==> src/usf_defines.svh <==
// usf_defines.svh: offsets, field positions, reset values and timing counts of the uart status block
// assumes a byte-addressed register port with 16-bit data; included by bare name
`ifndef USF_DEFINES_SVH
`define USF_DEFINES_SVH
`define USF_ADDR_DATA 32'hffff0700
`define USF_ADDR_IEN 32'hffff0704
`define USF_ADDR_IID 32'hffff0708
`define USF_ADDR_LCR 32'hffff070c
`define USF_ADDR_CON1 32'hffff0710
`define USF_ADDR_LSR 32'hffff0714
`define USF_ADDR_FDIV 32'hffff072c
`define USF_LCR_DIVISOR_ACCESS_SELECT 7
`define USF_LCR_BRK 6
`define USF_LCR_SP 5
`define USF_LCR_EPS 4
`define USF_LCR_PEN 3
`define USF_LCR_STOP 2
`define USF_CON1_LOOP 4
`define USF_FDIV_FRACTIONAL_GEN_ENABLE 15
`define USF_LSR_RESET 8'h60
`define USF_IID_RESET 8'h01
`define USF_IID_LS 8'h06
`define USF_IID_RX 8'h04
`define USF_IID_TX 8'h02
`define USF_RXSEL_LIN 2'h0
`define USF_RXSEL_GPIO 2'h2
`define USF_BRK_TICKS 8'hc0
`define USF_FRAC_ONE 15'h0800
`define USF_INT_THRESH 15'h1000
`define USF_HALF_BIT 9'h008
`define USF_FULL_BIT 9'h010
`endif

==> src/usf_pkg.sv <==
// usf_pkg.sv: types of the uart status block
// assumes nothing beyond a systemverilog compiler
package usf_pkg;
  // receiver states, one-hot
  typedef enum logic [4:0] {
    RX_IDLE = 5'h01,
    RX_START = 5'h02,
    RX_DATA = 5'h04,
    RX_PAR = 5'h08,
    RX_STOP = 5'h10
  } usf_rx_e;

  // one register port request
  typedef struct packed {
    logic [31:0] addr;
    logic [15:0] wdata;
    logic wr;
    logic rd;
  } usf_req_s;

  // whole state of the block
  typedef struct packed {
    logic [2:0] ien;
    logic [7:0] lcr;
    logic [1:0] rxSel;
    logic loop;
    logic [7:0] divLow;
    logic [7:0] divHigh;
    logic [15:0] fdiv;
    logic [7:0] thr;
    logic thrFull;
    logic txBusy;
    logic [11:0] txShift;
    logic [8:0] txCnt;
    logic [8:0] txTotal;
    logic txOut;
    usf_rx_e rxState;
    logic [3:0] rxSub;
    logic [3:0] rxBit;
    logic [7:0] rxShift;
    logic rxPar;
    logic rxPerr;
    logic [7:0] rxHold;
    logic dr;
    logic oe;
    logic pe;
    logic fe;
    logic bi;
    logic txIntPend;
    logic [7:0] brkCnt;
    logic [15:0] preCnt;
    logic [14:0] fracAcc;
    logic tick;
    logic [15:0] rdData;
    logic irq;
  } usf_state_s;
endpackage

==> src/usf_uart.sv <==
// usf_uart.sv: uart registers, line status, interrupt identification, fractional baud and serial engine
// assumes synchronous serial inputs, a plain register port and one 100 MHz clock
`timescale 1ns/100ps
`default_nettype none
`include "usf_defines.svh"

module usf_uart (
  input wire logic sys_clk,
  input wire logic sys_rst,
  input wire logic clkEn,
  input wire usf_pkg::usf_req_s regReq,
  input wire logic linRx,
  input wire logic gpioRx,
  output logic [15:0] regRdData,
  output logic uartTxd,
  output logic uartIrq
);

  usf_pkg::usf_state_s st;
  usf_pkg::usf_state_s next_st;
  logic [7:0] lsr;
  logic [7:0] iid;
  logic lsInt;
  logic rxInt;
  logic txInt;
  logic rxLine;
  logic [14:0] thresh;
  logic divisor_access_select;

  // line status and identification views of the state
  assign lsr = {1'b0, ~st.thrFull & ~st.txBusy, ~st.thrFull, st.bi, st.fe, st.pe, st.oe, st.dr};
  assign lsInt = st.ien[2] & (st.fe | st.pe | st.oe);
  assign rxInt = st.ien[0] & st.dr;
  assign txInt = st.ien[1] & st.txIntPend;
  assign iid = lsInt ? `USF_IID_LS : rxInt ? `USF_IID_RX : txInt ? `USF_IID_TX : `USF_IID_RESET;
  assign divisor_access_select = st.lcr[`USF_LCR_DIVISOR_ACCESS_SELECT];

  // receive source selection; reserved codes leave the line idle
  always_comb begin
    if (st.loop) begin
      rxLine = st.txBusy ? st.txShift[0] : 1'b1;
    end else if (st.rxSel == `USF_RXSEL_LIN) begin
      rxLine = linRx;
    end else if (st.rxSel == `USF_RXSEL_GPIO) begin
      rxLine = gpioRx;
    end else begin
      rxLine = 1'b1;
    end
  end

  // oversample period in units of 1/2048 divisor periods
  always_comb begin
    logic [2:0] mVal;
    mVal = (st.fdiv[12:11] == 2'h0) ? 3'h4 : {1'b0, st.fdiv[12:11]};
    if (st.fdiv[`USF_FDIV_FRACTIONAL_GEN_ENABLE]) begin
      thresh = {mVal, st.fdiv[10:0], 1'b0};
    end else begin
      thresh = `USF_INT_THRESH;
    end
  end

  // next state of the whole block
  always_comb begin
    logic [15:0] dl;
    logic [14:0] accSum;
    logic [3:0] wlen;
    logic [7:0] dataMasked;
    logic [8:0] d9;
    logic parBit;
    logic [3:0] nb;
    logic [8:0] extra;
    logic wrThr;
    logic rdRx;
    logic rdLsr;
    logic rdIid;
    logic rxDone;
    logic txLoad;
    dl = 16'h0;
    accSum = 15'h0;
    wlen = 4'h0;
    dataMasked = 8'h0;
    d9 = 9'h0;
    parBit = 1'b0;
    nb = 4'h0;
    extra = 9'h0;
    rxDone = 1'b0;
    txLoad = 1'b0;
    next_st = st;
    wrThr = regReq.wr && regReq.addr == `USF_ADDR_DATA && !divisor_access_select;
    rdRx = regReq.rd && regReq.addr == `USF_ADDR_DATA && !divisor_access_select;
    rdLsr = regReq.rd && regReq.addr == `USF_ADDR_LSR;
    rdIid = regReq.rd && regReq.addr == `USF_ADDR_IID;
    wlen = 4'h5 + {2'h0, st.lcr[1:0]};

    // baud prescaler, then fractional accumulator giving the 16x tick
    dl = ({st.divHigh, st.divLow} == 16'h0) ? 16'h1 : {st.divHigh, st.divLow};
    next_st.tick = 1'b0;
    if (st.preCnt >= dl - 16'h1) begin
      next_st.preCnt = 16'h0;
      accSum = st.fracAcc + `USF_FRAC_ONE;
      if (accSum >= thresh) begin
        next_st.tick = 1'b1;
        next_st.fracAcc = accSum - thresh;
      end else begin
        next_st.fracAcc = accSum;
      end
    end else begin
      next_st.preCnt = st.preCnt + 16'h1;
    end

    // transmitter: move holding register into the shifter on a tick so the start bit lasts a full 16 ticks
    if (!st.txBusy && st.thrFull && st.tick) begin
      txLoad = 1'b1;
      dataMasked = st.thr | (8'hff << wlen);
      parBit = st.lcr[`USF_LCR_SP] ? st.lcr[`USF_LCR_EPS] : (^(st.thr & ~(8'hff << wlen))) ^ ~st.lcr[`USF_LCR_EPS];
      d9 = {1'b1, dataMasked};
      if (st.lcr[`USF_LCR_PEN]) begin
        d9[wlen] = parBit;
      end
      nb = wlen + 4'h2 + {3'h0, st.lcr[`USF_LCR_PEN]};
      if (st.lcr[`USF_LCR_STOP]) begin
        extra = (st.lcr[1:0] == 2'h0) ? `USF_HALF_BIT : `USF_FULL_BIT;
      end
      next_st.txShift = {2'h3, d9, 1'b0};
      next_st.txTotal = {1'b0, nb, 4'h0} + extra;
      next_st.txCnt = 9'h0;
      next_st.txBusy = 1'b1;
      next_st.thrFull = 1'b0;
    end else if (st.txBusy && st.tick) begin
      next_st.txCnt = st.txCnt + 9'h1;
      if (st.txCnt[3:0] == 4'hf) begin
        next_st.txShift = {1'b1, st.txShift[11:1]};
      end
      if (st.txCnt + 9'h1 == st.txTotal) begin
        next_st.txBusy = 1'b0;
      end
    end

    // transmit output, loopback holds it high
    if (st.loop) begin
      next_st.txOut = 1'b1;
    end else if (st.lcr[`USF_LCR_BRK]) begin
      next_st.txOut = 1'b0;
    end else begin
      next_st.txOut = next_st.txBusy ? next_st.txShift[0] : 1'b1;
    end

    // receiver sampling at mid bit
    if (st.tick) begin
      next_st.rxSub = st.rxSub + 4'h1;
      case (st.rxState)
        usf_pkg::RX_IDLE: begin
          next_st.rxSub = 4'h0;
          if (!rxLine) begin
            next_st.rxState = usf_pkg::RX_START;
          end
        end
        usf_pkg::RX_START: begin
          if (st.rxSub == 4'h7) begin
            next_st.rxSub = 4'h0;
            next_st.rxBit = 4'h0;
            next_st.rxPar = 1'b0;
            next_st.rxShift = 8'h0;
            next_st.rxState = rxLine ? usf_pkg::RX_IDLE : usf_pkg::RX_DATA;
          end
        end
        usf_pkg::RX_DATA: begin
          if (st.rxSub == 4'hf) begin
            next_st.rxShift = {rxLine, st.rxShift[7:1]};
            next_st.rxPar = st.rxPar ^ rxLine;
            next_st.rxBit = st.rxBit + 4'h1;
            if (st.rxBit == wlen - 4'h1) begin
              next_st.rxState = st.lcr[`USF_LCR_PEN] ? usf_pkg::RX_PAR : usf_pkg::RX_STOP;
              next_st.rxPerr = 1'b0;
            end
          end
        end
        usf_pkg::RX_PAR: begin
          if (st.rxSub == 4'hf) begin
            if (st.lcr[`USF_LCR_SP]) begin
              next_st.rxPerr = rxLine != st.lcr[`USF_LCR_EPS];
            end else begin
              next_st.rxPerr = rxLine != (st.rxPar ^ ~st.lcr[`USF_LCR_EPS]);
            end
            next_st.rxState = usf_pkg::RX_STOP;
          end
        end
        usf_pkg::RX_STOP: begin
          if (st.rxSub == 4'hf) begin
            rxDone = 1'b1; // only the first stop bit is looked at
            next_st.rxState = usf_pkg::RX_IDLE;
          end
        end
        default: begin
          next_st.rxState = usf_pkg::RX_IDLE;
        end
      endcase
      // break: line low for longer than the longest frame
      if (!rxLine) begin
        if (st.brkCnt != `USF_BRK_TICKS) begin
          next_st.brkCnt = st.brkCnt + 8'h1;
        end
      end else begin
        next_st.brkCnt = 8'h0;
      end
    end

    // line status flags: a set in the same cycle beats a read clear
    next_st.dr = (st.dr & ~rdRx) | rxDone;
    next_st.oe = (st.oe & ~rdLsr) | (rxDone & st.dr & ~rdRx);
    next_st.fe = (st.fe & ~rdLsr) | (rxDone & ~rxLine);
    next_st.pe = (st.pe & ~rdLsr) | (rxDone & st.rxPerr);
    next_st.bi = (st.bi & ~rdLsr) | (st.tick & ~rxLine & st.brkCnt == `USF_BRK_TICKS - 8'h1);
    if (rxDone) begin
      next_st.rxHold = st.rxShift >> (4'h8 - wlen);
    end

    // register writes
    if (regReq.wr) begin
      case (regReq.addr)
        `USF_ADDR_DATA: begin
          if (divisor_access_select) begin
            next_st.divLow = regReq.wdata[7:0];
          end else begin
            next_st.thr = regReq.wdata[7:0];
            next_st.thrFull = 1'b1;
          end
        end
        `USF_ADDR_IEN: begin
          if (divisor_access_select) begin
            next_st.divHigh = regReq.wdata[7:0];
          end else begin
            next_st.ien = regReq.wdata[2:0];
          end
        end
        `USF_ADDR_LCR: next_st.lcr = regReq.wdata[7:0];
        `USF_ADDR_CON1: begin
          next_st.rxSel = regReq.wdata[7:6];
          next_st.loop = regReq.wdata[`USF_CON1_LOOP];
        end
        `USF_ADDR_FDIV: next_st.fdiv = {regReq.wdata[15], 2'h0, regReq.wdata[12:0]};
        default: next_st.ien = next_st.ien;
      endcase
    end

    // transmit empty interrupt: set on emptying or enabling, cleared by write or ident read
    if ((txLoad && !wrThr) || (regReq.wr && regReq.addr == `USF_ADDR_IEN && !divisor_access_select && regReq.wdata[1] && !st.thrFull)) begin
      next_st.txIntPend = 1'b1;
    end else if (wrThr || (rdIid && iid == `USF_IID_TX)) begin
      next_st.txIntPend = 1'b0;
    end

    // register reads, data valid only in the following cycle
    next_st.rdData = 16'h0;
    if (regReq.rd) begin
      case (regReq.addr)
        `USF_ADDR_DATA: next_st.rdData = {8'h0, divisor_access_select ? st.divLow : st.rxHold};
        `USF_ADDR_IEN: next_st.rdData = {8'h0, divisor_access_select ? st.divHigh : {5'h0, st.ien}};
        `USF_ADDR_IID: next_st.rdData = {8'h0, iid};
        `USF_ADDR_LCR: next_st.rdData = {8'h0, st.lcr};
        `USF_ADDR_CON1: next_st.rdData = {8'h0, st.rxSel, 1'b0, st.loop, 4'h0};
        `USF_ADDR_LSR: next_st.rdData = {8'h0, lsr};
        `USF_ADDR_FDIV: next_st.rdData = st.fdiv;
        default: next_st.rdData = 16'h0;
      endcase
    end

    // interrupt output follows the identification
    next_st.irq = ~iid[0];
  end

  // state register with clock enable
  always_ff @(posedge sys_clk) begin
    if (sys_rst) begin
      st <= '0;
      st.txOut <= 1'b1;
      st.rxState <= usf_pkg::RX_IDLE;
    end else if (clkEn) begin
      st <= next_st;
    end
  end

  // outputs straight from the state register
  assign regRdData = st.rdData;
  assign uartTxd = st.txOut;
  assign uartIrq = st.irq;

  // checks on the documented behaviour
  a_loop_tx_high: assert property (@(posedge sys_clk) disable iff (sys_rst)
    clkEn && st.loop |=> uartTxd) else $error("loopback did not hold transmit high");
  a_thr_write_transmitter_idle_flag: assert property (@(posedge sys_clk) disable iff (sys_rst)
    clkEn && regReq.wr && regReq.addr == `USF_ADDR_DATA && !divisor_access_select |=> !lsr[6]) else $error("idle flag stayed set");
  a_holding_empty_flag_clears: assert property (@(posedge sys_clk) disable iff (sys_rst)
    clkEn && regReq.wr && regReq.addr == `USF_ADDR_DATA && !divisor_access_select |=> !lsr[5] ##1 (lsr[5] || !clkEn || st.thrFull))
    else $error("holding empty flag wrong after write");
  a_lsr_reset_val: assert property (@(posedge sys_clk) disable iff (sys_rst)
    $fell(sys_rst) |-> lsr == `USF_LSR_RESET && iid == `USF_IID_RESET) else $error("status reset value wrong");
  a_dr_read_clear: assert property (@(posedge sys_clk) disable iff (sys_rst)
    clkEn && regReq.rd && regReq.addr == `USF_ADDR_DATA && !divisor_access_select && !(st.tick && st.rxState == usf_pkg::RX_STOP)
    |=> !st.dr) else $error("data ready not cleared by read");
  a_ls_priority: assert property (@(posedge sys_clk) disable iff (sys_rst)
    st.ien[2] && (lsr[3] || lsr[2] || lsr[1]) |-> iid == `USF_IID_LS) else $error("line status not top priority");
  a_rx_priority: assert property (@(posedge sys_clk) disable iff (sys_rst)
    !lsInt && st.ien[0] && lsr[0] |-> iid == `USF_IID_RX) else $error("receive full not reported");
  a_iid_tx_clear: assert property (@(posedge sys_clk) disable iff (sys_rst)
    clkEn && regReq.rd && regReq.addr == `USF_ADDR_IID && iid == `USF_IID_TX && st.txBusy |=> !st.txIntPend)
    else $error("ident read did not clear transmit interrupt");
  a_irq_follows: assert property (@(posedge sys_clk) disable iff (sys_rst)
    clkEn |=> uartIrq == !$past(iid[0])) else $error("interrupt output disagrees with ident");
  a_int_divisor: assert property (@(posedge sys_clk) disable iff (sys_rst)
    !st.fdiv[`USF_FDIV_FRACTIONAL_GEN_ENABLE] |-> thresh == `USF_INT_THRESH) else $error("integer mode period wrong");
  a_rx_reserved: assert property (@(posedge sys_clk) disable iff (sys_rst)
    !st.loop && st.rxSel[0] |-> rxLine) else $error("reserved source not idle");

endmodule
`default_nettype wire
==> config.mk <==
export PLATFORM = sky130hd
export DESIGN_NAME = usf_uart
export DESIGN_NICKNAME = d
export VERILOG_FILES = /design/src/usf_pkg.sv /design/src/usf_uart.sv
export VERILOG_INCLUDE_DIRS = /design/src
export SDC_FILE = /design/constraint.sdc
export NUM_CORES = 1
export LEC_CHECK = 0
export ABC_AREA = 1
export BUFFER_PORTS_ARGS = -buffer_cell sky130_fd_sc_hd__buf_2
export CAP_MARGIN = 30
export CORE_MARGIN = 3
export CORE_UTILIZATION = 61
export DETAILED_ROUTE_END_ITERATION = 8
export PLACE_DENSITY = 0.8
export SYNTH_ARGS = -nofsm -noshare
export SYNTH_HDL_FRONTEND = slang
export SYNTH_SLANG_ARGS = --single-unit
==> constraint.sdc <==
create_clock -name sys_clk -period 4.1 [get_ports sys_clk]
set_input_delay 1.23 -clock sys_clk [delete_from_list [all_inputs] [get_ports sys_clk]]
set_output_delay 1.23 -clock sys_clk [all_outputs]
set_load 0.005 [all_outputs]
==> impl_results.md <==
* Family with the most delay on the worst path: simple AND/OR/NAND/NOR gates
* Synth Register Bits at 173
* M1 GR Usage at 36.62%
* Nets at 1693
* Final WS setup at 0.4416 ns
* Worst path max stage delay at 0.42 ns
* Crit path top cell by count: nand2_1
* Setup TNS at 0 ns
* Worst Tran Pin Value at 0.9297 ns
* Fin crit share at 89.23%
* Syn. warnings at 0
* EDFF count, synth at 0
* Root Buffer: clkbuf_16
* Reg area at 0.003467 mm²
* Crit path max fanout at 21
* Final setup fails at 0
* Worst skew pair latency at 0.43 ns
* Final HPWL DP at 19360 µm
* Multi-input gate area in the final layout at 0.005907 mm²
* Gr usage total at 28.63%
* Critical path type: reg2reg
* Vias/cell at 5.558
* Hold Fails Final Rpt at 0
* Crit-path slowest cell: dfxtp_1
* Max-slew violation count at 0
* Grt ovf at 0
* CTS clk-pin slew, worst paths at 0.07 ns
* Layout cell share with drive strength beyond 1 at 10.81%
* Area grow syn2layout at 9.416%
* Worst path bufs/invs at 5
* Net Sw Frac at 33.19%
* Worst slack, placed at 0.3316 ns
* Hold buffers post-CTS at 0
* Design area at 0.01138 mm²
* Achievable Freq at 0.2733 GHz
* Full die area at 0.01866 mm²
* Met2 Resource Use GR at 49.10%
* Most crowded layer after global routing: met2
* CTS tree: yes
* Sequential power share at 38.0%
* Synth cell types at 58
* DRT Pass-1 Iters at 5
* Site Rows at 47
* Startpoint Class: flop
* Syn Area/Cell at 6.730 µm²
* H-tree Lvls at 4
* Detailed-route wire length at 26590 µm
* Placed cell area at 0.01079 mm²
* Fraction of registers with async set/reset at 0%
* Clock Skews at 0.009842 ns
* Sequential area share after synthesis at 33.29%
* Initial Util at 62.52%
* Worst Setup End Kind: flop
* DRT antenna net count at 0
* Initial drt markers at 747
* Area share of the largest cell type after synthesis at 33.29%
* Die width at 136.6 µm
* Main synth FF type: dfxtp_1
* Psw at 1.594 mW
* Crit path time final at 3.658 ns
* TritonCTS Buffers at 17
* Ant diodes at 0
* GR Util met3 at 5.147%
* Worst slew margin at 38.02%
* Input/output buffers at 68
* Post-Syn Area at 0.01040 mm²
* Status: complete, no violations
* Internal power at 3.208 mW
* Drt wl/cell at 14.60 µm
* RD Place Congestion at 0.9213
* Max VDD drop at 348.3 µV
* Routed via count at 10120
* Clock Path Buffers at 2
* Largest net degree at the start of global routing at 74
* Most common cell in the netlist: nand2_1
* First-pass GRT wire length at 43250 µm
* Yosys top cell by area: dfxtp_1
* Die Ht at 136.6 µm
* # DRC at 0
* Filler instances at 1473
* # clock sinks at 173
* IO Pins at 73
* Leak at 4.864 nW
* PwrDens at 421.8 mW/mm²
* CP required at 4.43 ns
* Hold Path Class: reg2reg
* Synthesized instance count at 1546
* Vias in the first global route at 9335
* Clock network power share at 33.5%
* Initial antenna violation count at 0
* Worst reg-to-reg setup slack at 0.44 ns
* Max cap viols at 0
* Top post-synthesis cells by area: dfxtp_1 (33%), nand2_1 (13%), a21oi_1 (7.3%)
* Most frequent cells after synthesis: nand2_1 (347), inv_1 (182), dfxtp_1 (173)
* Core Area at 0.01664 mm²
* Comb power frac at 28.5%
* Worst Path Arrival at 3.99 ns
==> final cells by class <==
| class | count | share of cell area (%) |
|---|---|---|
| clock buffers | 22 | 4.077 |
| repair buffers | 78 | 3.649 |
| clock inverters | 10 | 1.011 |
| flip-flops and latches | 173 | 30.45 |
| inverters | 197 | 6.506 |
| well taps | 220 | 2.418 |
| multi-input cells | 1121 | 51.88 |
==> worst paths after layout <==
path	to	cells past startpoint	start
worst min-delay path	st[32]	2	st[32]
worst min register to register	st[32]	2	st[32]
worst max-delay path	st[21]	26	st[165]
worst max register to register	st[21]	26	st[165]
==> sequential cells by signal (all words and copies together), names as in the netlist <==
| register | count |
|---|---|
| uartTxd | 1 |
| divisor_access_select | 1 |
| st | 151 |
| regRdData | 14 |
| uartIrq | 1 |
| lsr | 5 |
==> layout by cell type (no fill, tap or decap), types with 3 or more instances in the layout <==
cell,n
xor2_1,23
a31oi_1,5
nor4_1,4
ha_1,49
buf_2,68
o211ai_1,7
nor3_4,4
nand3_2,3
o21bai_1,4
clkinv_2,4
dfxtp_1,170
inv_1,182
or2_2,4
a22oi_1,5
nor2_1,166
buf_4,10
a211oi_2,9
nand2_1,347
nand3b_1,3
xnor2_1,14
clkbuf_1,3
clkinvlp_4,3
a211oi_1,9
nor2_2,9
clkinv_1,4
nand4_1,31
dfxtp_2,3
nor2_4,5
nor3_2,7
o21ai_0,106
inv_2,10
o21ai_1,3
nand3_1,98
a21oi_1,151
nand2_2,5
clkbuf_16,17
nor3_1,25
==> power groups by stage <==
stage	registers [mW]	clock network [mW]	logic, mW
6_report	1.83	1.61	1.37
5_1_grt	1.84	1.69	1.56
4_1_cts	1.83	1.62	1.35
3_5_place_dp	1.86	0	1.34
3_3_place_gp	1.86	0	1.31
2_1_floorplan	1.85	0	1.08
==> tightest hold or removal path, cell delays in order, from the launching register on <==
cell     delay, ns
dfxtp_1       0.31
nand2_1       0.06
nand2_1       0.04
==> cell families (layout without fill, tap and decap cells) <==
kind of cell / after synthesis / count (layout) / synth area share (%)
AOI/OAI and AO/OA: 311 / 311 / 16.62
xor gates and xnor gates: 37 / 37 / 3.114
adders and majority gates: 50 / 50 / 6.085
buffers and inverters: 253 / 307 / 10.14
DFF: 173 / 173 / 33.29
other: 1 / 2 / 0.03604
and+or+nand+nor: 721 / 721 / 30.72
==> routing by layer <==
metal | share of wire (%) | vias to the layer above
met5 | 0 | -
met1 | 43 | 4592
met3 | 6.9 | 62
li1 | - | 5142
met2 | 47 | 325
met4 | 2.7 | 0
==> metrics by stage <==
| stage | util [%] | total power [mW] | hold slack, ns | instances |
|---|---|---|---|---|
| after global routing | 68.41 | 5.085 | 0.4623 | 1821 |
| after CTS | 68.33 | 4.798 | 0.4576 | 1821 |
| after detailed placement | 64.84 | 3.203 | 0.4465 | 1789 |
| after floorplan | - | 2.926 | 0.4244 | 1547 |
| final | 68.41 | 4.802 | 0.4552 | 1821 |
| after global placement | 64.84 | 3.173 | 0.4402 | 1789 |
==> what timing repair did <==
| action | CTS | global route |
|---|---|---|
| setup buffers | 0 | 0 |
| hold endpoints to repair | 0 | 0 |
| gates resized for setup | 0 | 6 |
| setup endpoints to repair | 0 | 26 |
(Power assumes the default switching activity.)
